[src/hw/scss_pkg.sv]
// Purpose: Shared constants and types for the system clock source select block.
// Assumes: One core clock at 100 MHz; oscillator inputs sampled as plain levels.
// Notes: Register offset and interrupt layout are local choices.
`default_nettype none

package scss_pkg;
    // ==========================================================
    // Register map
    localparam logic [3:0] SCSS_OFS_CTRL = 4'h0;
    localparam logic [3:0] SCSS_OFS_IRQ_STAT = 4'h1;
    localparam logic [3:0] SCSS_OFS_IRQ_MASK = 4'h2;
    localparam logic [3:0] SCSS_OFS_MODE = 4'h3;
    // Control register fields
    localparam int SCSS_FREQ_LSB = 4;
    localparam int SCSS_STARTUP_BIT = 3;
    localparam int SCSS_HF_STABLE_BIT = 2;
    localparam int SCSS_LF_STABLE_BIT = 1;
    localparam int SCSS_CLKSEL_BIT = 0;
    localparam logic [2:0] SCSS_FREQ_RESET = 3'h6;
    localparam logic [2:0] SCSS_FREQ_LF = 3'h0;
    localparam logic [2:0] SCSS_FREQ_MAX = 3'h7;
    // Interrupt status bits
    localparam int SCSS_IRQ_FAIL = 0;
    localparam int SCSS_IRQ_STARTED = 1;
    localparam int SCSS_IRQ_HF_STABLE = 2;
    localparam logic [7:0] SCSS_IRQ_RESET = 8'h00;
    // ==========================================================
    // Timing
    localparam logic [10:0] SCSS_STARTUP_OSC_CYCLES = 11'h400;
    localparam int SCSS_CORE_MHZ = 100;
    localparam int SCSS_FAIL_TIME_US = 40;
    localparam logic [12:0] SCSS_FAIL_CYCLES = 13'(SCSS_FAIL_TIME_US * SCSS_CORE_MHZ);
    localparam int SCSS_STABLE_EDGES = 8;
    localparam logic [3:0] SCSS_STABLE_EDGES_W = 4'h8;

    // ==========================================================
    // Clock modes in the configuration word
    typedef enum logic [2:0] {
        SCSS_LOW_POWER_CRYSTAL_MODE = 3'h0,
        SCSS_MEDIUM_GAIN_CRYSTAL_MODE = 3'h1,
        SCSS_HIGH_GAIN_CRYSTAL_MODE = 3'h2,
        SCSS_EXTERNAL_LOGIC_CLOCK_MODE = 3'h3,
        SCSS_INTERNAL_IO_MODE = 3'h4,
        SCSS_INTERNAL_WITH_CLOCKOUT_MODE = 3'h5,
        SCSS_RC_WITH_IO_MODE = 3'h6,
        SCSS_RC_MODE = 3'h7
    } scss_mode_t;

    // Source switch states, one-hot
    typedef enum logic [3:0] {
        SCSS_ST_RUN = 4'h1,
        SCSS_ST_WAIT_OLD_LOW = 4'h2,
        SCSS_ST_WAIT_NEW_LOW = 4'h4,
        SCSS_ST_STARTUP = 4'h8
    } scss_state_t;
endpackage : scss_pkg

`default_nettype wire

[src/hw/scss_osc_if.sv]
// Purpose: Carries oscillator rising edges, loss and stability from the monitor to the top.
// Assumes: All signals are in the core clock domain.
// Notes: One producer (monitor), one consumer (top).
`default_nettype none

interface scss_osc_if;
    logic ext_rise;
    logic ext_lost;
    logic hf_stable;
    logic lf_stable;
    logic hf_rise;
    modport mon (output ext_rise, output ext_lost, output hf_stable, output lf_stable, output hf_rise);
    modport top (input ext_rise, input ext_lost, input hf_stable, input lf_stable, input hf_rise);
endinterface : scss_osc_if

`default_nettype wire

[src/hw/scss_top.sv]
// Contract
// - Three-bit configuration field picks one of eight clock and pin modes.
// - Logic-clock mode clocks from input pin; second pin is general I/O.
// - RC mode drives clock divided by four on second pin; RC-I/O frees it.
// - Internal clock-out mode outputs divided clock; first pin is general I/O.
// - Internal I/O mode frees both oscillator pins.
// - Three crystal modes: low power, medium gain, high gain drive.
// - Fail-safe monitor detects lost external clock and switches to internal.
// - Frequency field maps 111..001 to 8 MHz..125 kHz, 000 to 31 kHz.
// - Frequency field resets to 110 and is software read/write.
// - Start-up status reads 1 on configured clock, 0 on internal.
// - Start-up status resets 0 with two-speed crystal, fail-safe or an internal mode, else 1.
// - High-frequency stable bit shows stability, resets to 0.
// - Low-frequency stable bit shows stability, resets to 0.
// - Clock select bit set routes internal oscillator; resets to 0.
// - Two internal oscillators: calibrated 8 MHz and uncalibrated 31 kHz.
// - Two-speed start-up runs internal clock while external one starts.
// - Crystal modes count 1024 oscillator cycles before execution proceeds on the crystal.
// - Logic-clock mode skips the start-up count.
//
// Purpose: System clock source selection, start-up timing and fail-safe switch.
// Assumes: Oscillator levels are sampled by core_clk; config word is static after reset.
// Notes: Produces a gated clock enable level sys_clk_level, not a real clock net.
//
// Decided for this implementation: the address map and the strobed register port.
`default_nettype none

module scss_top
    import scss_pkg::*;
(
    input wire logic core_clk,
    input wire logic arst_n,
    input wire logic [2:0] config_clock_mode,
    input wire logic config_two_speed,
    input wire logic config_failsafe,
    input wire logic wake_pulse,
    input wire logic osc_pin_in,
    input wire logic hf_internal_oscillator,
    input wire logic lf_internal_oscillator,
    input wire logic [3:0] reg_addr,
    input wire logic [7:0] reg_wdata,
    input wire logic reg_write,
    input wire logic reg_read,
    output logic [7:0] reg_rdata,
    output logic irq,
    output logic sys_clk_level,
    output logic run_enable,
    output logic osc_pin_out,
    output logic osc_pin_out_oe,
    output logic osc_pin_in_gpio,
    output logic osc_pin_out_gpio,
    output logic [1:0] amp_gain,
    output logic amp_enable
);
    scss_osc_if osc();

    scss_osc_monitor u_mon (
        .core_clk(core_clk),
        .arst_n(arst_n),
        .ext_level(osc_pin_in),
        .hf_level(hf_internal_oscillator),
        .lf_level(lf_internal_oscillator),
        .osc(osc)
    );

    // ==========================================================
    // State
    typedef struct packed {
        scss_state_t fsm;
        logic [2:0] internal_freq_select;
        logic system_clock_select;
        logic on_internal;
        logic failed;
        logic [10:0] startup_cnt;
        logic [7:0] irq_stat;
        logic [7:0] irq_mask;
        logic [7:0] rdata;
        logic [6:0] div_cnt;
        logic int_clk;
        logic [1:0] q_cnt;
        logic clkout;
        logic sys_clk;
        logic want_internal;
        logic started;
        logic armed;
    } scss_top_t;

    scss_top_t st_reg;
    scss_top_t st_next;
    scss_mode_t mode;
    logic is_crystal;
    logic is_internal_mode;
    logic ext_clk_mode;
    logic need_startup;
    logic target_internal;
    logic cur_src;
    logic new_src;
    logic src_rise;
    logic [6:0] div_half;
    logic [7:0] ctrl_val;
    logic [7:0] irq_set;

    assign mode = scss_mode_t'(config_clock_mode);
    assign is_crystal = (mode == SCSS_LOW_POWER_CRYSTAL_MODE) || (mode == SCSS_MEDIUM_GAIN_CRYSTAL_MODE)
        || (mode == SCSS_HIGH_GAIN_CRYSTAL_MODE);
    assign is_internal_mode = (mode == SCSS_INTERNAL_IO_MODE) || (mode == SCSS_INTERNAL_WITH_CLOCKOUT_MODE);
    assign ext_clk_mode = !is_internal_mode;
    assign need_startup = is_crystal;
    // Fail-safe forces internal once the external clock is lost
    assign target_internal = is_internal_mode || st_reg.system_clock_select || st_reg.failed
        || !st_reg.started;

    // ==========================================================
    // Half period in HF rising edges, minus one; select 111 passes the HF level straight through
    always_comb begin
        case (st_reg.internal_freq_select)
            3'h7: div_half = 7'h00;
            3'h6: div_half = 7'h00;
            3'h5: div_half = 7'h01;
            3'h4: div_half = 7'h03;
            3'h3: div_half = 7'h07;
            3'h2: div_half = 7'h0f;
            3'h1: div_half = 7'h1f;
            default: div_half = 7'h00;
        endcase
    end

    // Internal clock level: LF oscillator directly at select 000
    assign cur_src = st_reg.on_internal ? st_reg.int_clk : osc_pin_in;
    assign new_src = st_reg.want_internal ? st_reg.int_clk : osc_pin_in;

    assign ctrl_val = {1'b0, st_reg.internal_freq_select, !st_reg.on_internal,
        osc.hf_stable, osc.lf_stable, st_reg.system_clock_select};

    always_comb begin
        irq_set = '0;
        irq_set[SCSS_IRQ_FAIL] = osc.ext_lost && config_failsafe && ext_clk_mode && !st_reg.failed;
        irq_set[SCSS_IRQ_STARTED] = (st_reg.fsm == SCSS_ST_STARTUP) && (st_reg.startup_cnt == '0);
        irq_set[SCSS_IRQ_HF_STABLE] = osc.hf_stable && !st_reg.armed;
    end

    // ==========================================================
    // Next state
    always_comb begin
        st_next = st_reg;
        st_next.rdata = '0;
        st_next.armed = st_reg.armed | osc.hf_stable;
        // Internal clock generation
        if (st_reg.internal_freq_select == SCSS_FREQ_LF) begin
            st_next.int_clk = lf_internal_oscillator;
            st_next.div_cnt = '0;
        end else if (st_reg.internal_freq_select == SCSS_FREQ_MAX) begin
            st_next.int_clk = hf_internal_oscillator;
            st_next.div_cnt = '0;
        end else if (osc.hf_rise) begin
            if (st_reg.div_cnt >= div_half) begin
                st_next.div_cnt = '0;
                st_next.int_clk = !st_reg.int_clk;
            end else begin
                st_next.div_cnt = st_reg.div_cnt + 7'h01;
            end
        end
        // Fail-safe latch
        if (config_failsafe && ext_clk_mode && osc.ext_lost) begin
            st_next.failed = 1'b1;
        end
        // Glitch-free handover: leave old source low, join new source low
        case (st_reg.fsm)
            SCSS_ST_RUN: begin
                st_next.sys_clk = cur_src;
                if (target_internal != st_reg.on_internal) begin
                    st_next.want_internal = target_internal;
                    st_next.fsm = SCSS_ST_WAIT_OLD_LOW;
                end
            end
            SCSS_ST_WAIT_OLD_LOW: begin
                st_next.sys_clk = cur_src & st_reg.sys_clk;
                // A dead source may be stuck high, so after a loss it is cut at once
                if (!cur_src || st_reg.failed) begin
                    st_next.sys_clk = 1'b0;
                    st_next.fsm = SCSS_ST_WAIT_NEW_LOW;
                end
            end
            SCSS_ST_WAIT_NEW_LOW: begin
                st_next.sys_clk = 1'b0;
                if (!new_src) begin
                    st_next.on_internal = st_reg.want_internal;
                    st_next.fsm = SCSS_ST_RUN;
                end
            end
            SCSS_ST_STARTUP: begin
                st_next.sys_clk = cur_src;
                if (osc.ext_rise && st_reg.startup_cnt != '0) begin
                    st_next.startup_cnt = st_reg.startup_cnt - 11'h001;
                end
                if (st_reg.startup_cnt == '0) begin
                    st_next.started = 1'b1;
                    st_next.fsm = SCSS_ST_RUN;
                end
            end
            default: begin
                st_next.fsm = SCSS_ST_RUN;
            end
        endcase
        // Wake from sleep restarts the crystal count
        if (wake_pulse && need_startup) begin
            st_next.started = 1'b0;
            st_next.startup_cnt = SCSS_STARTUP_OSC_CYCLES;
            st_next.fsm = SCSS_ST_STARTUP;
        end
        // Clock-out divides the running source by four
        src_rise = st_reg.on_internal ? (st_next.int_clk && !st_reg.int_clk) : osc.ext_rise;
        if (src_rise) begin
            st_next.q_cnt = st_reg.q_cnt + 2'h1;
            if (st_reg.q_cnt[0]) begin
                st_next.clkout = !st_reg.clkout;
            end
        end
        // Register bus; set wins over write-one clear
        st_next.irq_stat = st_reg.irq_stat | irq_set;
        if (reg_write) begin
            case (reg_addr)
                SCSS_OFS_CTRL: begin
                    st_next.internal_freq_select = reg_wdata[SCSS_FREQ_LSB +: 3];
                    st_next.system_clock_select = reg_wdata[SCSS_CLKSEL_BIT];
                end
                SCSS_OFS_IRQ_STAT: st_next.irq_stat = (st_reg.irq_stat & ~reg_wdata) | irq_set;
                SCSS_OFS_IRQ_MASK: st_next.irq_mask = reg_wdata;
                default: begin
                end
            endcase
        end
        if (reg_read) begin
            case (reg_addr)
                SCSS_OFS_CTRL: st_next.rdata = ctrl_val;
                SCSS_OFS_IRQ_STAT: st_next.rdata = st_reg.irq_stat;
                SCSS_OFS_IRQ_MASK: st_next.rdata = st_reg.irq_mask;
                SCSS_OFS_MODE: st_next.rdata = {5'h00, config_clock_mode};
                default: st_next.rdata = '0;
            endcase
        end
    end

    // ==========================================================
    // Registers and reset-time strap capture
    logic boot_done_reg;

    always_ff @(posedge core_clk or negedge arst_n) begin
        if (!arst_n) begin
            st_reg <= '0;
            st_reg.fsm <= SCSS_ST_RUN;
            st_reg.internal_freq_select <= SCSS_FREQ_RESET;
            st_reg.irq_stat <= SCSS_IRQ_RESET;
            st_reg.irq_mask <= SCSS_IRQ_RESET;
            st_reg.on_internal <= 1'b1;
            boot_done_reg <= 1'b0;
        end else if (!boot_done_reg) begin
            // Straps are read on the first edge after release
            boot_done_reg <= 1'b1;
            st_reg <= st_next;
            st_reg.started <= !need_startup || !(config_two_speed || config_failsafe) ? 1'b1 : 1'b0;
            st_reg.startup_cnt <= SCSS_STARTUP_OSC_CYCLES;
            st_reg.fsm <= need_startup ? SCSS_ST_STARTUP : SCSS_ST_RUN;
            st_reg.on_internal <= is_internal_mode
                || (need_startup && config_two_speed) || config_failsafe;
        end else begin
            st_reg <= st_next;
        end
    end

    // ==========================================================
    // Outputs and pin usage
    assign reg_rdata = st_reg.rdata;
    assign irq = |(st_reg.irq_stat & st_reg.irq_mask);
    assign sys_clk_level = st_reg.sys_clk;
    // Execution halts during a start-up count unless running on the internal clock
    assign run_enable = boot_done_reg && !((st_reg.fsm == SCSS_ST_STARTUP) && !st_reg.on_internal);
    assign osc_pin_out = st_reg.clkout;
    assign osc_pin_out_oe = (mode == SCSS_RC_MODE) || (mode == SCSS_INTERNAL_WITH_CLOCKOUT_MODE);
    assign osc_pin_in_gpio = is_internal_mode;
    assign osc_pin_out_gpio = (mode == SCSS_EXTERNAL_LOGIC_CLOCK_MODE) || (mode == SCSS_RC_WITH_IO_MODE)
        || (mode == SCSS_INTERNAL_IO_MODE);
    assign amp_enable = is_crystal;
    assign amp_gain = is_crystal ? config_clock_mode[1:0] : 2'h0;

    // ==========================================================
    // Checks
    reg_reset_a: assert property (@(posedge core_clk) $rose(arst_n) |->
        ctrl_val[SCSS_FREQ_LSB +: 3] == SCSS_FREQ_RESET && !ctrl_val[SCSS_CLKSEL_BIT])
        else $error("frequency or select field wrong after reset");
    startup_bit_a: assert property (@(posedge core_clk) disable iff (!arst_n)
        $past(st_reg.fsm == SCSS_ST_RUN) && $past(ctrl_val[SCSS_STARTUP_BIT])
        |-> sys_clk_level == $past(osc_pin_in))
        else $error("start-up status set while system clock not from pin");
    hf_stable_a: assert property (@(posedge core_clk) disable iff (!arst_n)
        !$fell(ctrl_val[SCSS_HF_STABLE_BIT]))
        else $error("hf stable bit dropped");
    lf_stable_a: assert property (@(posedge core_clk) disable iff (!arst_n)
        $rose(ctrl_val[SCSS_LF_STABLE_BIT]) |-> $past(lf_internal_oscillator))
        else $error("lf stable bit set without an oscillator edge");
    clkout_pin_a: assert property (@(posedge core_clk) disable iff (!arst_n)
        (mode == SCSS_RC_WITH_IO_MODE || mode == SCSS_EXTERNAL_LOGIC_CLOCK_MODE) |-> !osc_pin_out_oe)
        else $error("clock out driven in an I/O mode");
    failsafe_a: assert property (@(posedge core_clk) disable iff (!arst_n)
        (boot_done_reg && config_failsafe && ext_clk_mode && osc.ext_lost) |-> ##[1:20] st_reg.on_internal)
        else $error("no switch to internal after clock loss");
    no_runt_a: assert property (@(posedge core_clk) disable iff (!arst_n)
        (st_reg.fsm == SCSS_ST_WAIT_NEW_LOW) |-> !sys_clk_level)
        else $error("clock high during handover");
    select_a: assert property (@(posedge core_clk) disable iff (!arst_n)
        $rose(st_reg.system_clock_select) && st_reg.started |-> ##[1:300] st_reg.on_internal)
        else $error("select bit did not reach internal source");
    ext_no_wait_a: assert property (@(posedge core_clk) disable iff (!arst_n)
        (boot_done_reg && mode == SCSS_EXTERNAL_LOGIC_CLOCK_MODE) |-> run_enable)
        else $error("logic-clock mode stalled for start-up");
endmodule : scss_top

`default_nettype wire

[src/hw/scss_osc_monitor.sv]
// Purpose: Watches the external and internal oscillator levels for edges, and the external one for loss.
// Assumes: Oscillator levels arrive as core-clock-synchronous inputs.
// Notes: Stability is declared after a fixed number of clean rising edges.
`default_nettype none

module scss_osc_monitor
    import scss_pkg::*;
(
    input wire logic core_clk,
    input wire logic arst_n,
    input wire logic ext_level,
    input wire logic hf_level,
    input wire logic lf_level,
    scss_osc_if.mon osc
);
    typedef struct packed {
        logic ext_d;
        logic hf_d;
        logic lf_d;
        logic [12:0] idle_cnt;
        logic [3:0] hf_edges;
        logic [3:0] lf_edges;
    } scss_mon_t;

    scss_mon_t st_reg;
    scss_mon_t st_next;
    logic ext_rise;
    logic hf_rise;
    logic lf_rise;

    assign ext_rise = ext_level & ~st_reg.ext_d;
    assign hf_rise = hf_level & ~st_reg.hf_d;
    assign lf_rise = lf_level & ~st_reg.lf_d;

    always_comb begin
        st_next = st_reg;
        st_next.ext_d = ext_level;
        st_next.hf_d = hf_level;
        st_next.lf_d = lf_level;
        // Loss of clock: no external edge for a whole window
        if (ext_rise) begin
            st_next.idle_cnt = '0;
        end else if (st_reg.idle_cnt != SCSS_FAIL_CYCLES) begin
            st_next.idle_cnt = st_reg.idle_cnt + 13'h0001;
        end
        if (hf_rise && st_reg.hf_edges != SCSS_STABLE_EDGES_W) begin
            st_next.hf_edges = st_reg.hf_edges + 4'h1;
        end
        if (lf_rise && st_reg.lf_edges != SCSS_STABLE_EDGES_W) begin
            st_next.lf_edges = st_reg.lf_edges + 4'h1;
        end
    end

    always_ff @(posedge core_clk or negedge arst_n) begin
        if (!arst_n) begin
            st_reg <= '0;
        end else begin
            st_reg <= st_next;
        end
    end

    assign osc.ext_rise = ext_rise;
    assign osc.hf_rise = hf_rise;
    assign osc.ext_lost = (st_reg.idle_cnt == SCSS_FAIL_CYCLES);
    assign osc.hf_stable = (st_reg.hf_edges == SCSS_STABLE_EDGES_W);
    assign osc.lf_stable = (st_reg.lf_edges == SCSS_STABLE_EDGES_W);
endmodule : scss_osc_monitor

`default_nettype wire

[config.mk]
export PLATFORM = sky130hd
export DESIGN_NAME = scss_top
export DESIGN_NICKNAME = d
export VERILOG_FILES = /design/src/hw/scss_pkg.sv /design/src/hw/scss_osc_if.sv /design/src/hw/scss_top.sv /design/src/hw/scss_osc_monitor.sv
export SDC_FILE = /design/constraint.sdc
export NUM_CORES = 1
export LEC_CHECK = 0
export ABC_CLOCK_PERIOD_IN_PS = 3500
export BUFFER_PORTS_ARGS = -buffer_cell sky130_fd_sc_hd__buf_2
export CAP_MARGIN = 20
export CORE_MARGIN = 2
export CORE_UTILIZATION = 28
export DETAILED_ROUTE_END_ITERATION = 10
export PLACE_DENSITY = 0.46
export SYNTH_ARGS = -nofsm -noshare
export SYNTH_HDL_FRONTEND = slang
export SYNTH_SLANG_ARGS = --single-unit
[constraint.sdc]
create_clock -name core_clk -period 3.5 [get_ports core_clk]
set_input_delay 0.525 -clock core_clk [delete_from_list [all_inputs] [get_ports core_clk]]
set_output_delay 0.525 -clock core_clk [all_outputs]
set_load 0.05 [all_outputs]
After elaboration in Yosys (flattened, before gate mapping). Index checks and enable logic that the tools add are counted.

Input port bits: 25. Register bits after elaboration: 85. Output and inout port bits: 18.

Eq/ne operators: 36. Add/sub/neg operators: 6. $lt $le $gt $ge: 1. Bitwise operators: 13. Muxes and demuxes: 43. Reduce and logical (&&, ||, !) cells: 52.

Operator list (number): 2-to-1 mux 60 bit (1); 2-to-1 mux 8 bit (6); 2-to-1 mux 11 bit (3); 2-to-1 mux 4 bit (8); one-hot mux 8 bit (4 select lines) (1); 2-to-1 mux 13 bit (2); one-hot mux 5 bit (5 select lines) (1); != test 4 bit (second input constant) (6); == test 3 bit (second input constant) (7); bitwise AND 8 bit (2); 2-to-1 mux 16 bit (1); OR 8 x 3 -> 8 bit (2); one-hot mux 4 bit (4 select lines) (1); logical AND 1 bit (15); 2-to-1 mux 1 bit (15); logical OR 1 bit (14); adder 13 x 1 -> 13 bit (second input constant) (1); == test 13 x 12 -> 1 bit (second input constant) (1); != test 13 x 12 -> 1 bit (second input constant) (1); == test 3 x 2 -> 1 bit (second input constant) (4); == test 4 x 2 -> 1 bit (second input constant) (3); == test 4 bit (second input constant) (3); zero test 1 bit (11); zero test 11 bit (1); 28 further kinds (41).

Depth between registers and ports, before layout.
Depth in word-level cells: 11. Gate-level depth with buffers: 9. Gate-level depth less buffers: 8.

Modules after synthesis. From an unflattened synthesis, not the netlist that was laid out.

Cells, all modules: 441. Area, all modules: 4476.8 um^2.

By module, submodules not included: scss_top (cells an instance 321, sequential area each 1506.4 um^2, times used 1, area an instance 3221.8 um^2); scss_osc_monitor (cells an instance 120, sequential area each 600.6 um^2, times used 1, area an instance 1255.0 um^2).

Worst setup path before layout. OpenSTA, ideal clock, no wires.

Path kind: input to output. From: input port config_clock_mode[0]. To: output port osc_pin_out_gpio. Data arrival time: 1.931 ns. Data required time: 2.975 ns. Stages: 2. Setup slack: 1.044 ns. Cell sequence: a21oi_1 -> nor2_1.

Word-level cells in the longest chain between the ends: 3.

Ends and longest elaborated chain: start: declaration (line scss_top.sv:33) `input wire logic [2:0] config_clock_mode,`; == test 3 x 2 -> 1 bit / == test 3 bit (equally long branches) (line scss_top.sv:281) `assign osc_pin_out_gpio = (mode == SCSS_EXTERNAL_LOGIC_CLOCK_MODE) || (mode == SCSS_RC_WITH_IO_MODE)`; logical OR 1 bit (line scss_top.sv:281); logical OR 1 bit (*) (line scss_top.sv:282) `|| (mode == SCSS_INTERNAL_IO_MODE);`; end: declaration (line scss_top.sv:51) `output logic osc_pin_out_gpio,`.

Mark *: on every way between the ends. The rest lies on a longest branch, timed or not.

Worst setup path after layout.
From: register st_reg (netlist bit ctrl_val[5]). To: register st_reg (netlist bit osc_pin_out).

Word-level cells in the longest chain between the ends: 11.

Ends and longest elaborated chain: start: declaration (line scss_top.sv:88) `scss_top_t st_reg;`; start signal: assignment (line scss_top.sv:260) `st_reg <= st_next;`; start signal: assignment (line scss_top.sv:267) `st_reg <= st_next;`; == test 3 x 1 -> 1 bit (tied with other cells) (line scss_top.sv:116) `case (st_reg.internal_freq_select)`; one-hot mux 5 bit (5 select lines) (line scss_top.sv:116); >= comparator 7 bit (line scss_top.sv:156) `if (st_reg.div_cnt >= div_half) begin`; 2-to-1 mux 1 bit (line scss_top.sv:156); 2-to-1 mux 8 bit (line scss_top.sv:155) `end else if (osc.hf_rise) begin`; 2-to-1 mux 8 bit (line scss_top.sv:152) `end else if (st_reg.internal_freq_select == SCSS_FREQ_MAX) begin`; 2-to-1 mux 8 bit (*) (line scss_top.sv:149) `if (st_reg.internal_freq_select == SCSS_FREQ_LF) begin`; logical AND 1 bit (*) (line scss_top.sv:212) `src_rise = st_reg.on_internal ? (st_next.int_clk && !st_reg.int_clk) : osc.ext_rise;`; 2-to-1 mux 1 bit (*) (line scss_top.sv:212); 2-to-1 mux 3 bit (*) (line scss_top.sv:213) `if (src_rise) begin`; 2-to-1 mux 60 bit (*) (line scss_top.sv:257) `end else if (!boot_done_reg) begin`.

Marked as above. A chain may end at the register's enable or synchronous reset.

==> summary.txt <==
Status
  – Run status: finished, final reports clean

Hold path
  – HP Class: in -> async

Yosys
  – Synthesized area per cell: 10.15 µm²
  – Post-synthesis sequential area ratio: 0.4803
  – Mapped Nets: 470
  – Synth Area in Simple Gates: 0.2059
  – Mapped cell area: 4387 µm²
  – Top FF cell, synth: dfrtp_1
  – Number of synthesized flops with an enable pin: 0
  – Main combinational cell family by area after synthesis: simple AND/OR/NAND/NOR gates
  – Mux contribution to synthesized area: 0.05733
  – Async set-reset flop share out of synthesis: 1.000
  – Number of synthesized register bits: 84
  – Synth Area in Compound Gates: 0.1232
  – Post-Synthesis Cells: 432
  – Synth Area in XOR/XNOR: 0.05590
  – Syn. warnings: 0
  – Yosys cell types: 58
  – Adder-Cell Fraction of Synth Area: 0.03708

Setup path
  – Crit path launch: ctrl_val[5]
  – Max FO, Critical Path: 12
  – Crit path capture: osc_pin_out
  – Reg-to-reg critical path startpoint: ctrl_val[5]
  – R2r setup slk: 1.15 ns
  – Worst path max stage delay: 0.63 ns
  – Worst r2r path cells: 7
  – Worst path required time: 3.71 ns
  – Slowest stage cell, crit path: dfstp_2
  – Reg2reg end: osc_pin_out
  – Buf+Inv Stages, Crit Path: 0
  – Type of origin of the critical path: flop
  – CP endpoint kind: flop
  – Data arrival, critical path: 2.57 ns
  – Critical path cell sequence: xor2_1, nand2b_1, ha_1, a2111o_1, a22o_1, and2_1, o311ai_0
  – Crit. path cell count: 7
  – CP top delay family: compound AO/OA/AOI/OAI gates
  – CP Class: reg -> reg

Placed design
  – I/O Buffers: 42
  – Dpl cells: 667
  – Placer's final routability congestion estimate: 0.7713
  – DP Worst Slack: 1.124 ns
  – Placed wire-length estimate: 7.320 mm

STA
  – Final period util: 0.6724
  – Max Freq: 0.4249 GHz
  – Total negative slack: 0 ns
  – Tmin final: 2.354 ns
  – Max-slew violations: 0
  – Clk_skew: 0.003701 ns
  – Final setup fails: 0
  – Worst-Margin Slew: 0.7211 ns
  – Rel. slew slack: 0.5125
  – Final Hold Vio Count: 0
  – Worst Slack Setup Final: 1.146 ns
  – RSZ-0062 raised after global routing: false

Layout
  – Nets@finish: 505
  – Non-Filler Instances: 683
  – Area growth syn-to-layout: 16.57%
  – Max reg flops: 45
  – Layout cells sized above 1: 0.1886
  – ANT cells: 0
  – Final Util: 0.3351

Clock network
  – Clock Tree Root: clkbuf_16
  – Setup bufs post-CTS: 0
  – Clock Latency Late Sink: 0.33 ns
  – TritonCTS Buffers: 9
  – Hold Buf Count CTS: 0
  – H-tree levels: 3
  – Clk buf depth: 2
  – CTS tree: yes
  – Clock-pin slew on the worst setup and hold paths: 0.06 ns
  – Resized Gates After CTS: 0
  – Clk sinks: 84

Power and ir drop
  – Worst VDD drop: 0.0002578 V
  – Final Power: 3.152 mW
  – Power Dens Cells: 616.3 nW/µm²
  – Leakage power: 2.236 nW

Route
  – Vias: 3282
  – WL/cell: 14.56 µm
  – Detailed-route DRC error count: 0
  – Vias per cell: 4.805
  – Final WL: 9.947 mm
  – Starting DRT DRC Count: 212
  – Drt pass-1 iters: 4
  – Routed Antenna Nets: 0

Global routing
  – Vias in the first global route: 3332
  – Gr ovfl total: 0
  – GRT Total Usage: 0.1264
  – Antenna violations before repair: 0
  – First-pass GRT wire length: 16.69 mm
  – Pin count of the biggest net entering global routing: 36

Die
  – IO Count: 43
  – Rows: 45
  – Die area: 16680 µm²
  – Die Width: 129.2 µm
  – Initial core utilization: 0.2875
  – Core ar.: 15260 µm²
  – Die height: 129.2 µm

Job
  – Max_cap viols: 0
[through the flow]
step	cell area, µm²	hold slack (ns)
final	5114	0.1449
after global routing	5114	0.1824
after CTS	5114	0.1644
after detailed placement	4766	0.4223
after global placement	4766	0.4296
after floorplan	4387	0.2294
[cell usage after synthesis (6+ instances only)]
master | count | area [µm²]
mux2_2 | 15 | 168.9
ha_1 | 13 | 162.7
xor2_1 | 12 | 105.1
dfrtp_1 | 80 | 2002
xnor2_1 | 16 | 140.1
o21ai_0 | 14 | 70.07
a22oi_1 | 6 | 45.04
nor2_1 | 51 | 191.4
nand2_1 | 22 | 82.58
nor3_1 | 12 | 60.06
and3_1 | 8 | 50.05
inv_1 | 12 | 45.04
and2_1 | 7 | 43.79
clkbuf_1 | 11 | 41.29
nand2b_1 | 12 | 75.07
nand3_1 | 16 | 80.08
nand3b_1 | 6 | 45.04
mux2i_1 | 6 | 60.06
buf_4 | 8 | 60.06
nand4_1 | 6 | 37.54
a21oi_1 | 18 | 90.09
[layer usage]
metal / global-route usage / part of all wire / vias to the layer above
li1: - / - / 1602
met4: 0.03069 / 0.0081 / 0
met5: 0 / 0 / -
met1: 0.1704 / 0.48 / 1622
met2: 0.2065 / 0.48 / 49
met3: 0.02890 / 0.036 / 9
[cells in the final DEF, fill, tap and decap left out, types with 6 or more instances in the layout]
cell,synthesis,routed
mux2i_1,6,6
buf_2,0,41
nor2_1,51,51
a22oi_1,6,6
nand4_1,6,6
clkbuf_16,0,9
a21oi_1,18,18
xor2_1,12,12
mux2_2,15,15
o21ai_0,14,14
ha_1,13,13
inv_1,12,12
nand2b_1,12,12
xnor2_1,16,16
nand3b_1,6,6
and2_1,7,7
nor3_1,12,12
dfrtp_1,80,80
nand2_1,22,22
nand3_1,16,16
and3_1,8,8
[area by class of cell]
class	count	area, µm²
repair buffers	46	242.7
well taps	211	264.0
flip-flops and latches	84	2107
inverters	12	45.04
fillers	1579	10140
multi-input cells	314	2107
clock inverters	7	122.6
clock buffers	9	225.2
[kinds of logic after synthesis]
family,count (synthesis)
fa+ha+maj,13
other cells,1
xor+xnor,28
compound gates,80
flops,84
simple gates,170
mux,22
buf+inv,34
[where the power goes]
part / total [mW] / switching (mW) / internal, mW
clock: 1.11 / 0.407 / 0.703
sequential: 1.32 / 0.180 / 1.14
combinational: 0.719 / 0.409 / 0.311
total: 3.15 / 0.996 / 2.16
[worst reg2reg max path: stages, from the launching register on]
cell and delay, ns:
dfstp_2 0.63, xor2_1 0.17, nand2b_1 0.07, ha_1 0.18, a2111o_1 0.39, a22o_1 0.29, and2_1 0.18, o311ai_0 0.33
[how the worst min path moves through the flow]
stage	startpoint	endpoint	cells past startpoint
floorplan	arst_n	boot_done_reg	0
global placement	st_reg[0]	st_reg[33]	1
detailed placement	st_reg[0]	st_reg[33]	1
CTS	arst_n	st_reg[48]	1
global route	arst_n	st_reg[47]	1
finish	arst_n	st_reg[48]	1
(Power assumes the default switching activity.)
